**src/hw/lsl_pkg.sv**
```systemverilog
// Package of constants for the LED sink serial loader
package lsl_pkg;
   localparam int LSL_CHANNELS = 16;
   localparam logic [15:0] LSL_SHIFT_RST = 16'h0000;
   localparam logic [15:0] LSL_LATCH_RST = 16'h0000;
   localparam logic [15:0] LSL_SINK_OFF = 16'hFFFF;
   localparam logic [1:0] LSL_SYNC_RST = 2'h0;
   localparam int LSL_LAST_STAGE = 15;
   localparam logic LSL_SCLK_IDLE = 1'h0;
   localparam logic LSL_BIT_RST = 1'h0;
   localparam logic [4:0] LSL_RISE_NONE = 5'h00;
   localparam logic [4:0] LSL_RISE_LAST = 5'h0F;
   localparam logic [4:0] LSL_RISE_FULL = 5'h10;
endpackage

```
**src/hw/lsl_loader.sv**
```systemverilog
// Serial-in parallel-out LED sink loader
// Function
// - A 16-bit shift register feeds a 16-bit output latch, one latch bit per sink channel.
// - On each serial clock rising edge the input bit enters stage 0 and other stages move on.
// - Serial out shows stage 15; strobe high latch follows, low holds; gate high blanks sinks.
// - With the active-low gate low, every channel whose latched bit is one is driven low.
`timescale 1ns/1ps
module lsl_loader
   import lsl_pkg::*;
(
   // System clock and reset
   input wire logic mclk_i,
   input wire logic srst_i,
   // Serial pins from host
   input wire logic serial_clk_i,
   input wire logic serial_in_i,
   input wire logic latch_strobe_i,
   input wire logic out_gate_n_i,
   // Cascade and sink outputs
   output logic serial_out_o,
   output logic [15:0] sink_channel_n_o
);
   logic sclk_s;
   logic sdat_s;
   logic strobe_s;
   logic gate_n_s;
   logic sclk_d_ff;
   logic nxt_sclk_d;
   logic [15:0] shift_ff;
   logic [15:0] nxt_shift;
   logic [15:0] latch_ff;
   logic [15:0] nxt_latch;
   logic [15:0] sink_n_ff;
   logic [15:0] nxt_sink_n;
   logic sout_ff;
   logic nxt_sout;
   logic sclk_rise;
   // Check helpers: rises since reset and the first bit taken
   logic [4:0] rise_cnt_ff;
   logic [4:0] nxt_rise_cnt;
   logic first_bit_ff;
   logic nxt_first_bit;

   // Synchronise every pin input
   lsl_sync u_sync_clk (
      .mclk_i(mclk_i),
      .srst_i(srst_i),
      .pin_i(serial_clk_i),
      .sync_o(sclk_s)
   );
   lsl_sync u_sync_dat (
      .mclk_i(mclk_i),
      .srst_i(srst_i),
      .pin_i(serial_in_i),
      .sync_o(sdat_s)
   );
   lsl_sync u_sync_stb (
      .mclk_i(mclk_i),
      .srst_i(srst_i),
      .pin_i(latch_strobe_i),
      .sync_o(strobe_s)
   );
   lsl_sync u_sync_gate (
      .mclk_i(mclk_i),
      .srst_i(srst_i),
      .pin_i(out_gate_n_i),
      .sync_o(gate_n_s)
   );

   // Rising edge of the serial clock
   assign sclk_rise = sclk_s & ~sclk_d_ff;

   // Delayed serial clock for edge detection
   // Reset value matches the idle pin level, so no false rise after reset
   always_comb begin
      nxt_sclk_d = sclk_s;
      if (srst_i) begin
         nxt_sclk_d = LSL_SCLK_IDLE;
      end
   end

   // Register the delayed serial clock
   always_ff @(posedge mclk_i) begin
      sclk_d_ff <= nxt_sclk_d;
   end

   // Next shift register: stage 0 takes the data pin, the rest move on
   always_comb begin
      nxt_shift = shift_ff;
      if (sclk_rise) begin
         nxt_shift = {shift_ff[LSL_LAST_STAGE-1:0], sdat_s};
      end
      if (srst_i) begin
         nxt_shift = LSL_SHIFT_RST;
      end
   end

   // Register the shift stages
   always_ff @(posedge mclk_i) begin
      shift_ff <= nxt_shift;
   end

   // Next latch: transparent while the strobe is high, else holds
   always_comb begin
      nxt_latch = latch_ff;
      if (strobe_s) begin
         nxt_latch = nxt_shift;
      end
      if (srst_i) begin
         nxt_latch = LSL_LATCH_RST;
      end
   end

   // Register the latch
   always_ff @(posedge mclk_i) begin
      latch_ff <= nxt_latch;
   end

   // Next cascade bit and sink drives
   always_comb begin
      nxt_sout = nxt_shift[LSL_LAST_STAGE];
      // One enables sink, which pulls low; gate high forces off
      nxt_sink_n = gate_n_s ? LSL_SINK_OFF : ~nxt_latch;
      if (srst_i) begin
         nxt_sout = LSL_BIT_RST;
         nxt_sink_n = LSL_SINK_OFF;
      end
   end

   // Register the outputs
   always_ff @(posedge mclk_i) begin
      sout_ff <= nxt_sout;
      sink_n_ff <= nxt_sink_n;
   end

   // Outputs come straight from flops
   assign serial_out_o = sout_ff;
   assign sink_channel_n_o = sink_n_ff;

   // Next helper values for the checks
   always_comb begin
      nxt_rise_cnt = rise_cnt_ff;
      nxt_first_bit = first_bit_ff;
      // Count saturates so it never wraps
      if (sclk_rise && rise_cnt_ff != LSL_RISE_FULL) begin
         nxt_rise_cnt = rise_cnt_ff + 5'h01;
      end
      if (sclk_rise && rise_cnt_ff == LSL_RISE_NONE) begin
         nxt_first_bit = sdat_s;
      end
      if (srst_i) begin
         nxt_rise_cnt = LSL_RISE_NONE;
         nxt_first_bit = LSL_BIT_RST;
      end
   end

   // Register the helpers
   always_ff @(posedge mclk_i) begin
      rise_cnt_ff <= nxt_rise_cnt;
      first_bit_ff <= nxt_first_bit;
   end

   // Reset checks
   a_reset_clears: assert property (@(posedge mclk_i)
      srst_i |=> shift_ff == LSL_SHIFT_RST && latch_ff == LSL_LATCH_RST)
      else $error("shift register or latch not cleared by reset");
   a_reset_outputs: assert property (@(posedge mclk_i)
      srst_i |=> sink_channel_n_o == LSL_SINK_OFF && serial_out_o == LSL_BIT_RST)
      else $error("outputs not at rest after reset");

   // Shift and cascade checks
   a_shift_moves: assert property (@(posedge mclk_i) disable iff (srst_i)
      sclk_rise |=> shift_ff == {$past(shift_ff[LSL_LAST_STAGE-1:0]), $past(sdat_s)})
      else $error("shift register did not advance on serial clock");
   a_shift_holds: assert property (@(posedge mclk_i) disable iff (srst_i)
      !sclk_rise |=> $stable(shift_ff))
      else $error("shift register moved without serial clock edge");
   a_first_bit: assert property (@(posedge mclk_i) disable iff (srst_i)
      sclk_rise ##1 (!sclk_rise [*2]) |-> shift_ff[0] == $past(sdat_s, 2))
      else $error("first stage lost incoming bit");
   a_first_lands: assert property (@(posedge mclk_i) disable iff (srst_i)
      sclk_rise && rise_cnt_ff == LSL_RISE_LAST |=> shift_ff[LSL_LAST_STAGE] == first_bit_ff)
      else $error("first bit did not reach channel 15 after sixteen rises");
   a_serial_out: assert property (@(posedge mclk_i) disable iff (srst_i)
      serial_out_o == shift_ff[LSL_LAST_STAGE])
      else $error("serial out differs from last stage");
   a_cascade_bit: assert property (@(posedge mclk_i) disable iff (srst_i)
      sclk_rise |=> serial_out_o == $past(shift_ff[LSL_LAST_STAGE-1]))
      else $error("serial out did not take the stage below it");

   // Latch and sink checks
   a_latch_follow: assert property (@(posedge mclk_i) disable iff (srst_i)
      strobe_s |=> latch_ff == shift_ff)
      else $error("latch not following with strobe high");
   a_latch_hold: assert property (@(posedge mclk_i) disable iff (srst_i)
      !strobe_s |=> $stable(latch_ff))
      else $error("latch changed with strobe low");
   a_gate_off: assert property (@(posedge mclk_i) disable iff (srst_i)
      gate_n_s |=> sink_channel_n_o == LSL_SINK_OFF)
      else $error("sinks on while gate high");
   a_sink_on: assert property (@(posedge mclk_i) disable iff (srst_i)
      !gate_n_s |=> sink_channel_n_o == ~latch_ff)
      else $error("sink pattern differs from latch");
   a_sink_follow: assert property (@(posedge mclk_i) disable iff (srst_i)
      strobe_s && !gate_n_s |=> sink_channel_n_o == ~shift_ff)
      else $error("sinks not following shift register with strobe high");

   // Main scenarios
   c_shift: cover property (@(posedge mclk_i) disable iff (srst_i) sclk_rise);
   c_capture: cover property (@(posedge mclk_i) disable iff (srst_i)
      strobe_s ##1 !strobe_s);
   c_lit: cover property (@(posedge mclk_i) disable iff (srst_i)
      !gate_n_s && sink_channel_n_o != LSL_SINK_OFF);
   c_follow: cover property (@(posedge mclk_i) disable iff (srst_i)
      strobe_s && sclk_rise);
   c_blank: cover property (@(posedge mclk_i) disable iff (srst_i)
      gate_n_s && latch_ff != LSL_LATCH_RST);
endmodule

```
**src/hw/lsl_sync.sv**
```systemverilog
// Two-flop synchroniser for pin inputs
`timescale 1ns/1ps
module lsl_sync
   import lsl_pkg::*;
(
   // Clock and reset
   input wire logic mclk_i,
   input wire logic srst_i,
   // Pin level in, synchronised level out
   input wire logic pin_i,
   output logic sync_o
);
   logic [1:0] stage_ff;
   logic [1:0] nxt_stage;

   // Next stage values
   always_comb begin
      nxt_stage = {stage_ff[0], pin_i};
      if (srst_i) begin
         nxt_stage = LSL_SYNC_RST;
      end
   end

   // Register the stages
   always_ff @(posedge mclk_i) begin
      stage_ff <= nxt_stage;
   end

   assign sync_o = stage_ff[1];
endmodule

```
**config.mk**
```make
export PLATFORM = sky130hd
export DESIGN_NAME = lsl_loader
export DESIGN_NICKNAME = d
export VERILOG_FILES = /design/src/hw/lsl_pkg.sv /design/src/hw/lsl_loader.sv /design/src/hw/lsl_sync.sv
export SDC_FILE = /design/constraint.sdc
export NUM_CORES = 1
export LEC_CHECK = 0
export ABC_AREA = 1
export BUFFER_PORTS_ARGS = -buffer_cell sky130_fd_sc_hd__clkbuf_2
export CORE_MARGIN = 2
export CORE_UTILIZATION = 56
export CTS_CLUSTER_SIZE = 12
export DETAILED_ROUTE_END_ITERATION = 8
export GPL_TIMING_DRIVEN = 1
export PLACE_DENSITY = 0.87
export REMOVE_ABC_BUFFERS = 1
export SLEW_MARGIN = 20
export SYNTH_ARGS = -nofsm -noshare
export SYNTH_HDL_FRONTEND = slang
export SYNTH_SLANG_ARGS = --single-unit
```
**constraint.sdc**
```tcl
create_clock -name mclk_i -period 1.45 [get_ports mclk_i]
set_input_delay 0.29 -clock mclk_i [delete_from_list [all_inputs] [get_ports mclk_i]]
set_output_delay 0.29 -clock mclk_i [all_outputs]
set_load 0.1 [all_outputs]
```
# --- Word-level counts from Yosys, hierarchy flattened ---
# Index checks and enable logic that the tools add are counted.
op_classes:
  muxes: 4
  n_bitwise: 3
  n_reduce_logical: 1
op_table:
  columns: ["op", "count"]
  rows:
  - ["2-to-1 mux 16 bit", 4]
  - ["NOT 16 bit", 1]
  - ["OR reduction 2 bit", 1]
  - ["bitwise AND 1 bit", 1]
  - ["NOT 1 bit", 1]
word_totals:
  register_bits: 58

# --- Logic depth before layout (Yosys ltp) ---
# Gate-level depths: netlist (run 1).
depth:
  depth_word: 7
  ltp_mapped: 8
  mapped_depth_nobuf: 7

# --- By module ---
# A second synthesis (run 1) with hierarchy kept.
unflattened:
  hier_cells: 253
  area_unflattened_um2: 2140.8
modules_own_cells:
  columns: ["mod", "n_inst", "cells_per_inst", "area_per_inst_um2", "seq_area_each_um2"]
  rows:
  - ["lsl_loader", 1, 229, 1920.6, 1001.0]
  - ["lsl_sync", 4, 6, 55.1, 40.0]

# --- Worst setup path after synthesis (run 1) ---
# Ideal clock, no wire load.
synth_path:
  path_kind: "flip-flop to output port"
  startpoint: "register sout_ff, in the netlist serial_out_o"
  endpoint: "output serial_out_o"
  arrival_time_ns: 0.909
  required_time_ns: 1.160
  setup_slack_ns: 0.251
  stages_incl_launch_ff: 1
  path_buffers: 0
  cell_sequence: "dfxtp_1"
synth_rtl:
  columns: ["element", "line_no", "rtl"]
  rows:
  - ["from (decl)", "lsl_loader.sv:35", "logic sout_ff;"]
  - ["from (signal assigned)", "lsl_loader.sv:132", "sout_ff <= nxt_sout;"]
  - ["to (decl)", "lsl_loader.sv:20", "output logic serial_out_o,"]
# No word-level cell between the ends.

# --- Final worst setup path (run 1) ---
layout_path:
  startpoint: "register sink_n_ff[14], in the netlist sink_channel_n_o[14]"
  endpoint: "output sink_channel_n_o[14]"
layout_rtl:
  columns: ["element", "line_no", "rtl"]
  rows:
  - ["from (decl)", "lsl_loader.sv:33", "logic [15:0] sink_n_ff;"]
  - ["from (signal assigned)", "lsl_loader.sv:133", "sink_n_ff <= nxt_sink_n;"]
  - ["to (decl)", "lsl_loader.sv:21", "output logic [15:0] sink_channel_n_o"]
# No word-level cell between the ends.

==> results of run 1 <==
power by group:
group	internal [mW]	total [mW]	switching, mW
Sequential	1.67	1.69	0.0218
Combinational	0.121	0.441	0.320
Clock	0.755	1.33	0.570
area by class of cell:
| cell class | count | area (µm²) |
|---|---|---|
| fill | 306 | 1186 |
| sequential | 58 | 1161 |
| multi-input combinational | 139 | 711.9 |
| timing repair buffer | 26 | 187.7 |
| clock buffer | 14 | 172.7 |
| inverter | 45 | 171.4 |
| tap | 48 | 60.06 |
| clock inverter | 2 | 10.01 |
kinds of logic (layout without fill, tap and decap cells):
group                  Yosys count  in the layout  share of synthesized area (%)
flip-flops                      58             58                          54.56
buffers and inverters           57             87                          11.99
AND/OR/NAND/NOR                139            139                          33.45
metal layers:
metal	vias to the layer above	share of wire, %	global-route usage [%]
met5	-	0	0
met4	0	2.3	11.46
met3	8	5.1	8.904
met2	26	49	30.43
met1	700	44	19.34
li1	812	-	-
flip-flops by register name (all words and copies together) (netlist names):
register,flops
sink_channel_n_o,16
u_sync_stb.stage_ff,2
u_sync_gate.stage_ff,2
shift_ff,16
u_sync_dat.stage_ff,2
latch_ff,16
serial_out_o,1
u_sync_clk.stage_ff,2
sclk_d_ff,1
layout by cell type, fill, tap and decap left out:
master	n
nand3_1	38
buf_12	1
buf_4	17
or2_2	16
inv_4	1
nand2_1	38
clkbuf_2	8
clkinv_2	2
nor2_1	25
clkbuf_1	2
nand2_4	1
nand3_2	10
nor2_4	1
clkbuf_8	12
dfxtp_1	58
inv_1	43
nand2_2	10
inv_2	1
worst max path at each step:
stage                     cells past startpoint  slack [ns]                         startpoint                         endpoint
after global routing                          1        0.03     sink_channel_n_o[2]$_SDFF_PP1_              sink_channel_n_o[2]
final                                         1        0.06    sink_channel_n_o[14]$_SDFF_PP1_             sink_channel_n_o[14]
after floorplan                               5        0.21  u_sync_clk.stage_ff[1]$_SDFF_PP0_  sink_channel_n_o[15]$_SDFF_PP1_
after detailed placement                      5        0.20                             srst_i  sink_channel_n_o[15]$_SDFF_PP1_
after CTS                                     1        0.04     sink_channel_n_o[2]$_SDFF_PP1_              sink_channel_n_o[2]
after global placement                        5        0.24                             srst_i  sink_channel_n_o[15]$_SDFF_PP1_
per-stage QoR:
stage | hold slack (ns) | area (µm²)
finish | 0.1426 | 2475
CTS | 0.1239 | 2475
global placement | 0.3903 | 2292
global route | 0.1231 | 2475
floorplan | 0.3612 | 2044
detailed placement | 0.3987 | 2292
==> reports/results.tsv, run 1 <==
metric	value	unit
crit_path_max_incr_delay	0.45	ns
wirelength	3413	µm
syn_area	2128	µm²
cts.htree.levels	3	
maxCapViolations	0	
post-route-util	67.60	%
post_cts_resize_count	0	
io_pins	23	
rsz0062_at_grt	false	
crit_path_start_kind	flip-flop	
placed_cells	316	
ys_async_sr_fraction	0	%
path_cells	clkbuf_2	
tightest_slew	0.5459	ns
core_area	3661	µm²
die_x	65.65	µm
ctsHoldBuffers	0	
power-per-cell-area	1398	nW/µm²
slew_headroom	63.76	%
syn_inst	254	
vias	1546	
slew_violations	0	
antenna_found_initial	0	
synth_top_area_share	54.56	%
grt_overflow_total	0	
worst-setup-path-type	flip-flop to output port	
worstRegToRegCells	6	
seq_area_frac_synth	54.56	%
wl_per_cell	10.28	µm
status	finished, final reports clean	
grt_pass1_vias	1437	
worst_slack	0.06447	ns
clock_skew	0.005018	ns
clkTransAtPathRegs	0.06	ns
placement.io_buffers	22	
cp.arrival	1.10	ns
layout.cells.non_filler	332	
ctsLongestPathBuffers	2	
drive_above_1_share	28.17	%
fp.dieH	65.65	µm
finalCriticalPeriod	1.386	ns
fmax	721.7	MHz
path_buf_inv	1	
crit_required	1.16	ns
grt_use_total	18.71	%
insertion_delay	0.33	ns
first_pass_iters	4	
cp-end-kind	output port	
start_util	58.13	%
layout.nets	285	
whs_path_depth	3	
hpwlAfterDp	2142	µm
setup_tns	0	ns
regToRegStartpoint	u_sync_clk.stage_ff[1]$_SDFF_PP0_	
placementRows	22	
dpl_worst_slack	0.1988	ns
cts_sinks	58	
r2r_slack	0.24	ns
hold_path.class	input port to flip-flop	
r2r_end	latch_ff[1]$_DFF_P_	
setup_viol	0	
antenna_cells	0	
hold_path_end	u_sync_dat.stage_ff[0]$_SDFF_PP0_	
dieArea	4310	µm²
synth_edf_count	0	
yosys_warnings	0	
synth_top_area_cell	dfxtp_1	
yosysMostFrequentCell	dfxtp_1	
synth_ff_type	dfxtp_1	
synth.avg_cell_area	8.379	µm²
initialDrtViolationCount	68	
synth_common_cells	dfxtp_1 (58), inv_1 (43), nand2_1 (38), nand3_1 (38), nor2_1 (25)	
cts_tree	built	
area_growth	16.28	%
synth_area_leaders	dfxtp_1 (55%), nand3_1 (8.9%), inv_1 (7.6%)	
grt_max_degree	33	
grt_first_pass_wirelength	5830	µm
drc	0	
synth-seq-cells	58	
peakVddDrop	997.4	µV
hold_viol	0	
crit_family	buffers and inverters	
cpMaxStageDelayCell	clkbuf_2	
cts.root.buffer_cell	clkbuf_8	
drtAntennaViolNets	0	
viasPerCell	4.657	
gp_congestion	0.7682	
power	3.460	mW
cts_buffers	9	
worstHoldStart	serial_in_i	
leakage	1.249	nW
post_cts_buffers	0	
synth_cell_types	16	
fin_crit_sh	95.55	%
cp_max_fo	1	
Power figures use the tool's default switching activity.
==> inputs of run 2 (changes only) <==
--- a/config.mk
+++ b/config.mk
@@ -7,6 +7,7 @@
 export LEC_CHECK = 0
 export ABC_AREA = 1
 export BUFFER_PORTS_ARGS = -buffer_cell sky130_fd_sc_hd__clkbuf_2
+export CAP_MARGIN = 20
 export CORE_MARGIN = 2
 export CORE_UTILIZATION = 56
 export CTS_CLUSTER_SIZE = 12
==> constraint.sdc (replaced) <==
create_clock -name mclk_i -period 1.45 [get_ports mclk_i]
set_input_delay 0 -clock mclk_i [delete_from_list [all_inputs] [get_ports mclk_i]]
set_output_delay 0 -clock mclk_i [all_outputs]
set_load 0.1 [all_outputs]
==> reports/results.tsv, run 2 (synthesis results as in run 1) <==
metric	value	unit	change
gp_congestion	0.7419		-3.4%
cts.root.buffer_cell	clkbuf_8		
insertion_delay	0.32	ns	about the same
initialDrtViolationCount	59		-13%
switching_share	25.80	%	-0.57 points
nFillCells	298		-2.6%
drc	0		unchanged
worstRegToRegCells	6		unchanged
hpwlAfterDp	2120	µm	-1.0%
cts_buffers	9		unchanged
first_pass_iters	4		unchanged
final_area	2501	µm²	+1.1%
fp.dieH	65.65	µm	unchanged
rsz0062_at_grt	false		
io_pins	23		unchanged
area_growth	17.52	%	
setup_viol	0		unchanged
clkTransAtPathRegs	0.06	ns	about the same
setup_tns	0	ns	unchanged
slew_violations	0		unchanged
ctsLongestPathBuffers	2		unchanged
grt_max_degree	32		-3.0%
maxCapViolations	0		unchanged
grt_use_total	17.79	%	-0.91 points
place_area	2250	µm²	-1.9%
grt_pass1_vias	1427		-0.70%
tightest_slew	0.5431	ns	-0.002765 ns
hold_viol	0		unchanged
grt_overflow_total	0		unchanged
crit_path_start_kind	input port		
fin_crit_sh	85.25	%	-10 points
cts_sinks	58		unchanged
grt_first_pass_wirelength	5754	µm	-1.3%
viasPerCell	4.661		about the same
mostFrequentLayoutCell	dfxtp_1		
antenna_found_initial	0		unchanged
antenna_cells	0		unchanged
placement.io_buffers	22		unchanged
worst-setup-path-type	input port to flip-flop		
drtAntennaViolNets	0		unchanged
dpl_worst_slack	0.2569	ns	+0.05812 ns
cts_tree	built		
whs_path_depth	2		-1
post_cts_resize_count	0		unchanged
combPwrFrac	12.4	%	-0.3 points
cp.arrival	1.43	ns	+0.33 ns
cp_max_fo	16		+15
final_cell_mix	dfxtp_1 (58), inv_1 (43), nand2_1 (38), nand3_1 (38), nor2_1 (25)		
worst_slack	0.2139	ns	+0.1494 ns
fmax	809.0	MHz	+12%
hold_path.class	flip-flop to flip-flop		
start_util	58.13	%	unchanged
finalCriticalPeriod	1.236	ns	-0.1494 ns
p_switching	918.1	µW	+0.64%
cts.htree.levels	3		unchanged
vias	1566		+1.3%
p_int	2.640	mW	+3.6%
drive_above_1_share	27.78	%	-0.39 points
pwr-share-clk	40.1	%	+1.8 points
peakVddDrop	858.0	µV	-14%
slew_headroom	63.95	%	+0.18 points
core_area	3661	µm²	unchanged
dieArea	4310	µm²	unchanged
r2r_end	latch_ff[11]$_DFF_P_		
power_frac_seq	47.6	%	-1.3 points
placementRows	22		unchanged
power-per-cell-area	1423	nW/µm²	+1.8%
wl_per_cell	10.18	µm	-0.99%
hold_path_end	u_sync_dat.stage_ff[1]$_SDFF_PP0_		
worstHoldStart	u_sync_dat.stage_ff[0]$_SDFF_PP0_		
status	finished, final reports clean		
regToRegStartpoint	u_sync_clk.stage_ff[1]$_SDFF_PP0_		
leakage	1.267	nW	+1.4%
clock_skew	0.007815	ns	+0.002798 ns
r2r_slack	0.22	ns	-0.02 ns
crit_required	1.64	ns	+0.48 ns
layout.nets	289		+1.4%
die_x	65.65	µm	unchanged
wirelength	3420	µm	+0.21%
cp-end-kind	flip-flop		
run 2: changes by cell type in the layout (fill, tap and decap cells not counted), sizes merged:
cell,change
dlygate4sd3,+5
clkinv,-1
clkbuf,+15
buf,-15
run 2: routing by layer:
layer	up-vias	share of wire, %	GRT usage, %
met4	0	1.5	9.375
met1	718	45	19.87
li1	818	-	-
met5	-	0	0
met2	24	50	30.05
met3	6	3.5	5.651
run 2: layout make-up:
type | count | area, µm² | area share, %
Clock buffer | 15 | 196.4 | 7.854
Clock inverter | 1 | 5.005 | 0.2001
Inverter | 45 | 171.4 | 6.853
Multi-Input combinational cell | 139 | 711.9 | 28.46
Sequential cell | 58 | 1161 | 46.42
Tap cell | 48 | 60.06 | 2.401
Timing Repair Buffer | 30 | 195.2 | 7.804
run 2: worst max-delay path by stage:
stage	from	end	slack (ns)	cells after the start
after floorplan	u_sync_clk.stage_ff[1]$_SDFF_PP0_	sink_channel_n_o[15]$_SDFF_PP1_	0.21	5
after global placement	u_sync_clk.stage_ff[1]$_SDFF_PP0_	latch_ff[0]$_DFF_P_	0.32	6
after detailed placement	u_sync_clk.stage_ff[1]$_SDFF_PP0_	latch_ff[11]$_DFF_P_	0.26	6
after CTS	srst_i	sink_channel_n_o[15]$_SDFF_PP1_	0.23	6
after global routing	srst_i	latch_ff[15]$_DFF_P_	0.08	7
final	srst_i	sink_channel_n_o[15]$_SDFF_PP1_	0.21	6
run 2: per-stage QoR:
step                total power, mW  util, %  cells  hold WS (ns)
detailed placement            2.155    61.45    315        0.1965
finish                        3.558    68.32    336        0.3970
global placement              2.144    61.45    315        0.1929
global route                  3.701    68.32    336        0.4185
CTS                           3.592    68.32    336        0.3947
floorplan                     2.069        -    242       0.07118
run 2: power by group through the flow:
| stage | registers (mW) | clock network, mW | logic, mW |
|---|---|---|---|
| final | 1.69 | 1.43 | 0.439 |
| after global routing | 1.70 | 1.53 | 0.477 |
| after CTS | 1.69 | 1.46 | 0.442 |
| after detailed placement | 1.73 | 0 | 0.428 |
| after global placement | 1.72 | 0 | 0.420 |
| after floorplan | 1.90 | 0 | 0.173 |
run 2: worst max-delay path: stages:
cell and delay (ns):
dlygate4sd3_1 0.54, clkbuf_2 0.19, inv_2 0.31, nand3_1 0.20, nand2_1 0.12, nand3_1 0.07
run 2: repair_timing:
action,in CTS,in global routing
hold endpoints to repair,8,0
setup endpoints to repair,0,0
buffers inserted,0,0
hold buffers,5,0
==> inputs of run 3 (changes only) <==
--- a/config.mk
+++ b/config.mk
@@ -5,15 +5,14 @@
 export SDC_FILE = /design/constraint.sdc
 export NUM_CORES = 1
 export LEC_CHECK = 0
-export ABC_AREA = 1
 export BUFFER_PORTS_ARGS = -buffer_cell sky130_fd_sc_hd__clkbuf_2
 export CAP_MARGIN = 20
 export CORE_MARGIN = 2
-export CORE_UTILIZATION = 56
+export CORE_UTILIZATION = 55
 export CTS_CLUSTER_SIZE = 12
 export DETAILED_ROUTE_END_ITERATION = 8
 export GPL_TIMING_DRIVEN = 1
-export PLACE_DENSITY = 0.87
+export PLACE_DENSITY = 0.86
 export REMOVE_ABC_BUFFERS = 1
 export SLEW_MARGIN = 20
 export SYNTH_ARGS = -nofsm -noshare
==> constraint.sdc (replaced) <==
create_clock -name mclk_i -period 1.4 [get_ports mclk_i]
set_input_delay 0.14 -clock mclk_i [delete_from_list [all_inputs] [get_ports mclk_i]]
set_output_delay 0.14 -clock mclk_i [all_outputs]
set_load 0.1 [all_outputs]
==> reports/results.tsv, run 3 <==
metric	value	unit	change
power-per-cell-area	1423	nW/µm²	about the same
synth_area_leaders	dfxtp_1 (62%), mux2i_1 (8.6%), a2bb2oi_1 (7.5%)		
synthAdderAreaFrac	0	%	unchanged
r2r_end	sink_channel_n_o[1]$_SDFF_PP1_		
final_area	2213	µm²	-12%
regToRegStartpoint	u_sync_clk.stage_ff[1]$_SDFF_PP0_		
path_cells	nor2b_4 -> buf_4 -> mux2i_2 -> a2bb2oi_1		
synth-seq-cells	58		unchanged
cts_buffers	9		unchanged
gp_congestion	0.7248		-2.3%
clock_skew	0.01205	ns	+0.004230 ns
synth_compound_area_share	13.91	%	+14 points
cp-end-kind	flip-flop		
finalCriticalPeriod	1.331	ns	
status	finished, final reports clean		
crit_path_max_incr_delay	0.35	ns	-0.19 ns
layout.nets	203		-30%
dieArea	3883	µm²	-9.9%
area_growth	18.33	%	
cp_max_fo	8		-8
peakVddDrop	738.0	µV	-14%
hold_path.class	input port to flip-flop		
yosys_warnings	0		unchanged
cpMaxStageDelayCell	dfxtp_1		
setup_viol	0		unchanged
mostFrequentLayoutCell	dfxtp_1		
insertion_delay	0.39	ns	+0.07 ns
hpwlAfterDp	2059	µm	-2.9%
antenna_found_initial	0		unchanged
synth.avg_cell_area	11.34	µm²	+35%
r2r_slack	0.07	ns	-0.15 ns
synth_top_area_share	62.07	%	+7.5 points
cts_tree	built		
grt_max_degree	26		-19%
io_pins	23		unchanged
grt_overflow_total	0		unchanged
post-route-util	66.86	%	-1.5 points
synth_mux_area_share	8.562	%	+8.6 points
rsz0062_at_grt	true		
antenna_cells	0		unchanged
synth_xor_area_share	0	%	unchanged
worst-setup-path-type	flip-flop to flip-flop		
hold_viol	0		unchanged
grt_pass1_vias	1181		-17%
cp-startpoint	u_sync_clk.stage_ff[1]$_SDFF_PP0_		
setup_tns	0	ns	unchanged
final_cell_mix	dfxtp_1 (58), nor2_1 (34), clkbuf_2 (22), a211oi_1 (16), a2bb2oi_1 (16)		
slew_headroom	58.02	%	-5.9 points
yosysMostFrequentCell	dfxtp_1		
cts.htree.levels	3		unchanged
cts_sinks	58		unchanged
syn_inst	165		-35%
cp.arrival	1.64	ns	+0.21 ns
drc	0		unchanged
maxCapViolations	0		unchanged
drtAntennaViolNets	0		unchanged
synth_cell_types	13		-3
leakage	0.8319	nW	-34%
viasPerCell	5.109		+9.6%
synth_top_area_cell	dfxtp_1		
crit_path_start_kind	flip-flop		
fp.dieH	62.32	µm	-5.1%
synth_common_cells	dfxtp_1 (58), nor2_1 (34), a211oi_1 (16), a2bb2oi_1 (16), mux2i_1 (16)		
clkTransAtPathRegs	0.09	ns	+0.03 ns
worstRegToRegCells	4		-2
grt_first_pass_wirelength	5064	µm	-12%
place_area	2021	µm²	-10%
tightest_slew	0.6281	ns	+0.08503 ns
placementRows	21		-4.5%
synth_edf_count	0		unchanged
wl_per_cell	12.88	µm	+27%
cts.root.buffer_cell	clkbuf_4		
fin_crit_sh	95.06	%	
crit_required	1.71	ns	+0.07 ns
vias	1267		-19%
first_pass_iters	4		unchanged
ys_async_sr_fraction	0	%	unchanged
seq_area_frac_synth	62.07	%	+7.5 points
synth_top_family_by_area	compound AO/OA/AOI/OAI gates		
syn_area	1871	µm²	-12%
grt_use_total	17.54	%	-0.25 points
wirelength	3194	µm	-6.6%
synth_ff_type	dfxtp_1		
fmax	751.4	MHz	
slew_violations	0		unchanged
die_x	62.32	µm	-5.1%
initialDrtViolationCount	111		+88%
drive_above_1_share	23.76	%	-4.0 points
core_area	3311	µm²	-9.6%
endpoint	sink_channel_n_o[1]$_SDFF_PP1_		
start_util	56.50	%	-1.6 points
yosys.area_share.simple	11.30	%	-22 points
placement.io_buffers	22		unchanged
hold_ws	0.01758	ns	-0.3794 ns
ctsLongestPathBuffers	2		unchanged
run 3: cell type report:
cell class              instances  area, µm²
well taps                      46      57.56
fillers                       250       1097
multi-input cells              94      643.1
clock buffers                  14      106.4
flip-flops and latches         58       1161
clock inverters                 2      35.03
repair buffers                 34      210.2
run 3: timing repair:
item / 4_1_cts / 5_1_grt
hold buffers: 4 / 0
buffers inserted: 0 / 0
hold endpoints to repair: 4 / 0
gates resized for setup: 0 / 3
setup endpoints to repair: 0 / 5
run 3: power by group:
part	switching, mW	internal (mW)	total [mW]	leakage (nW)
Sequential	0.0194	1.69	1.71	0.472
Clock	0.549	0.644	1.19	0.0774
Combinational	0.167	0.0753	0.243	0.282
Total	0.736	2.41	3.15	0.832
run 3: cells by family after synthesis:
kind of cell / count (synthesis)
buffers and inverters: 13
AO/OA/AOI/OAI: 32
multiplexers: 16
flip-flops: 58
AND/OR/NAND/NOR: 46
run 3: worst min path at each step:
stage | startpoint | end | slack, ns | cells past startpoint
after floorplan | srst_i | sclk_d_ff$_SDFF_PP0_ | 0.21 | 1
after global placement | latch_strobe_i | u_sync_stb.stage_ff[0]$_SDFF_PP0_ | 0.35 | 2
after detailed placement | latch_strobe_i | u_sync_stb.stage_ff[0]$_SDFF_PP0_ | 0.35 | 2
after CTS | srst_i | u_sync_gate.stage_ff[1]$_SDFF_PP0_ | 0.007 | 2
after global routing | srst_i | u_sync_stb.stage_ff[1]$_SDFF_PP0_ | 0.03 | 2
final | srst_i | u_sync_gate.stage_ff[1]$_SDFF_PP0_ | 0.02 | 2
run 3: metrics by stage:
stage	setup slack, ns	total power, mW	instances
global placement	0.1659	1.978	228
global route	-0.04068	3.265	248
CTS	0.06692	3.165	248
floorplan	-0.2335	1.913	152
detailed placement	0.1159	1.985	228
finish	0.06917	3.149	248
run 3: metal layers:
layer  part of all wire (%)  global-route usage (%)
met1                     45                   18.34
met5                      0                       0
met3                    4.0                   7.790
met2                     49                   28.94
met4                    2.4                   10.83
run 3: worst max-delay path, delay by kind of cell (launching register included):
kind | cells | cell delay [ns]
flip-flops | 1 | 0.35
multiplexers | 1 | 0.30
AO/OA/AOI/OAI | 1 | 0.23
buffers and inverters | 1 | 0.21
AND/OR/NAND/NOR | 1 | 0.17
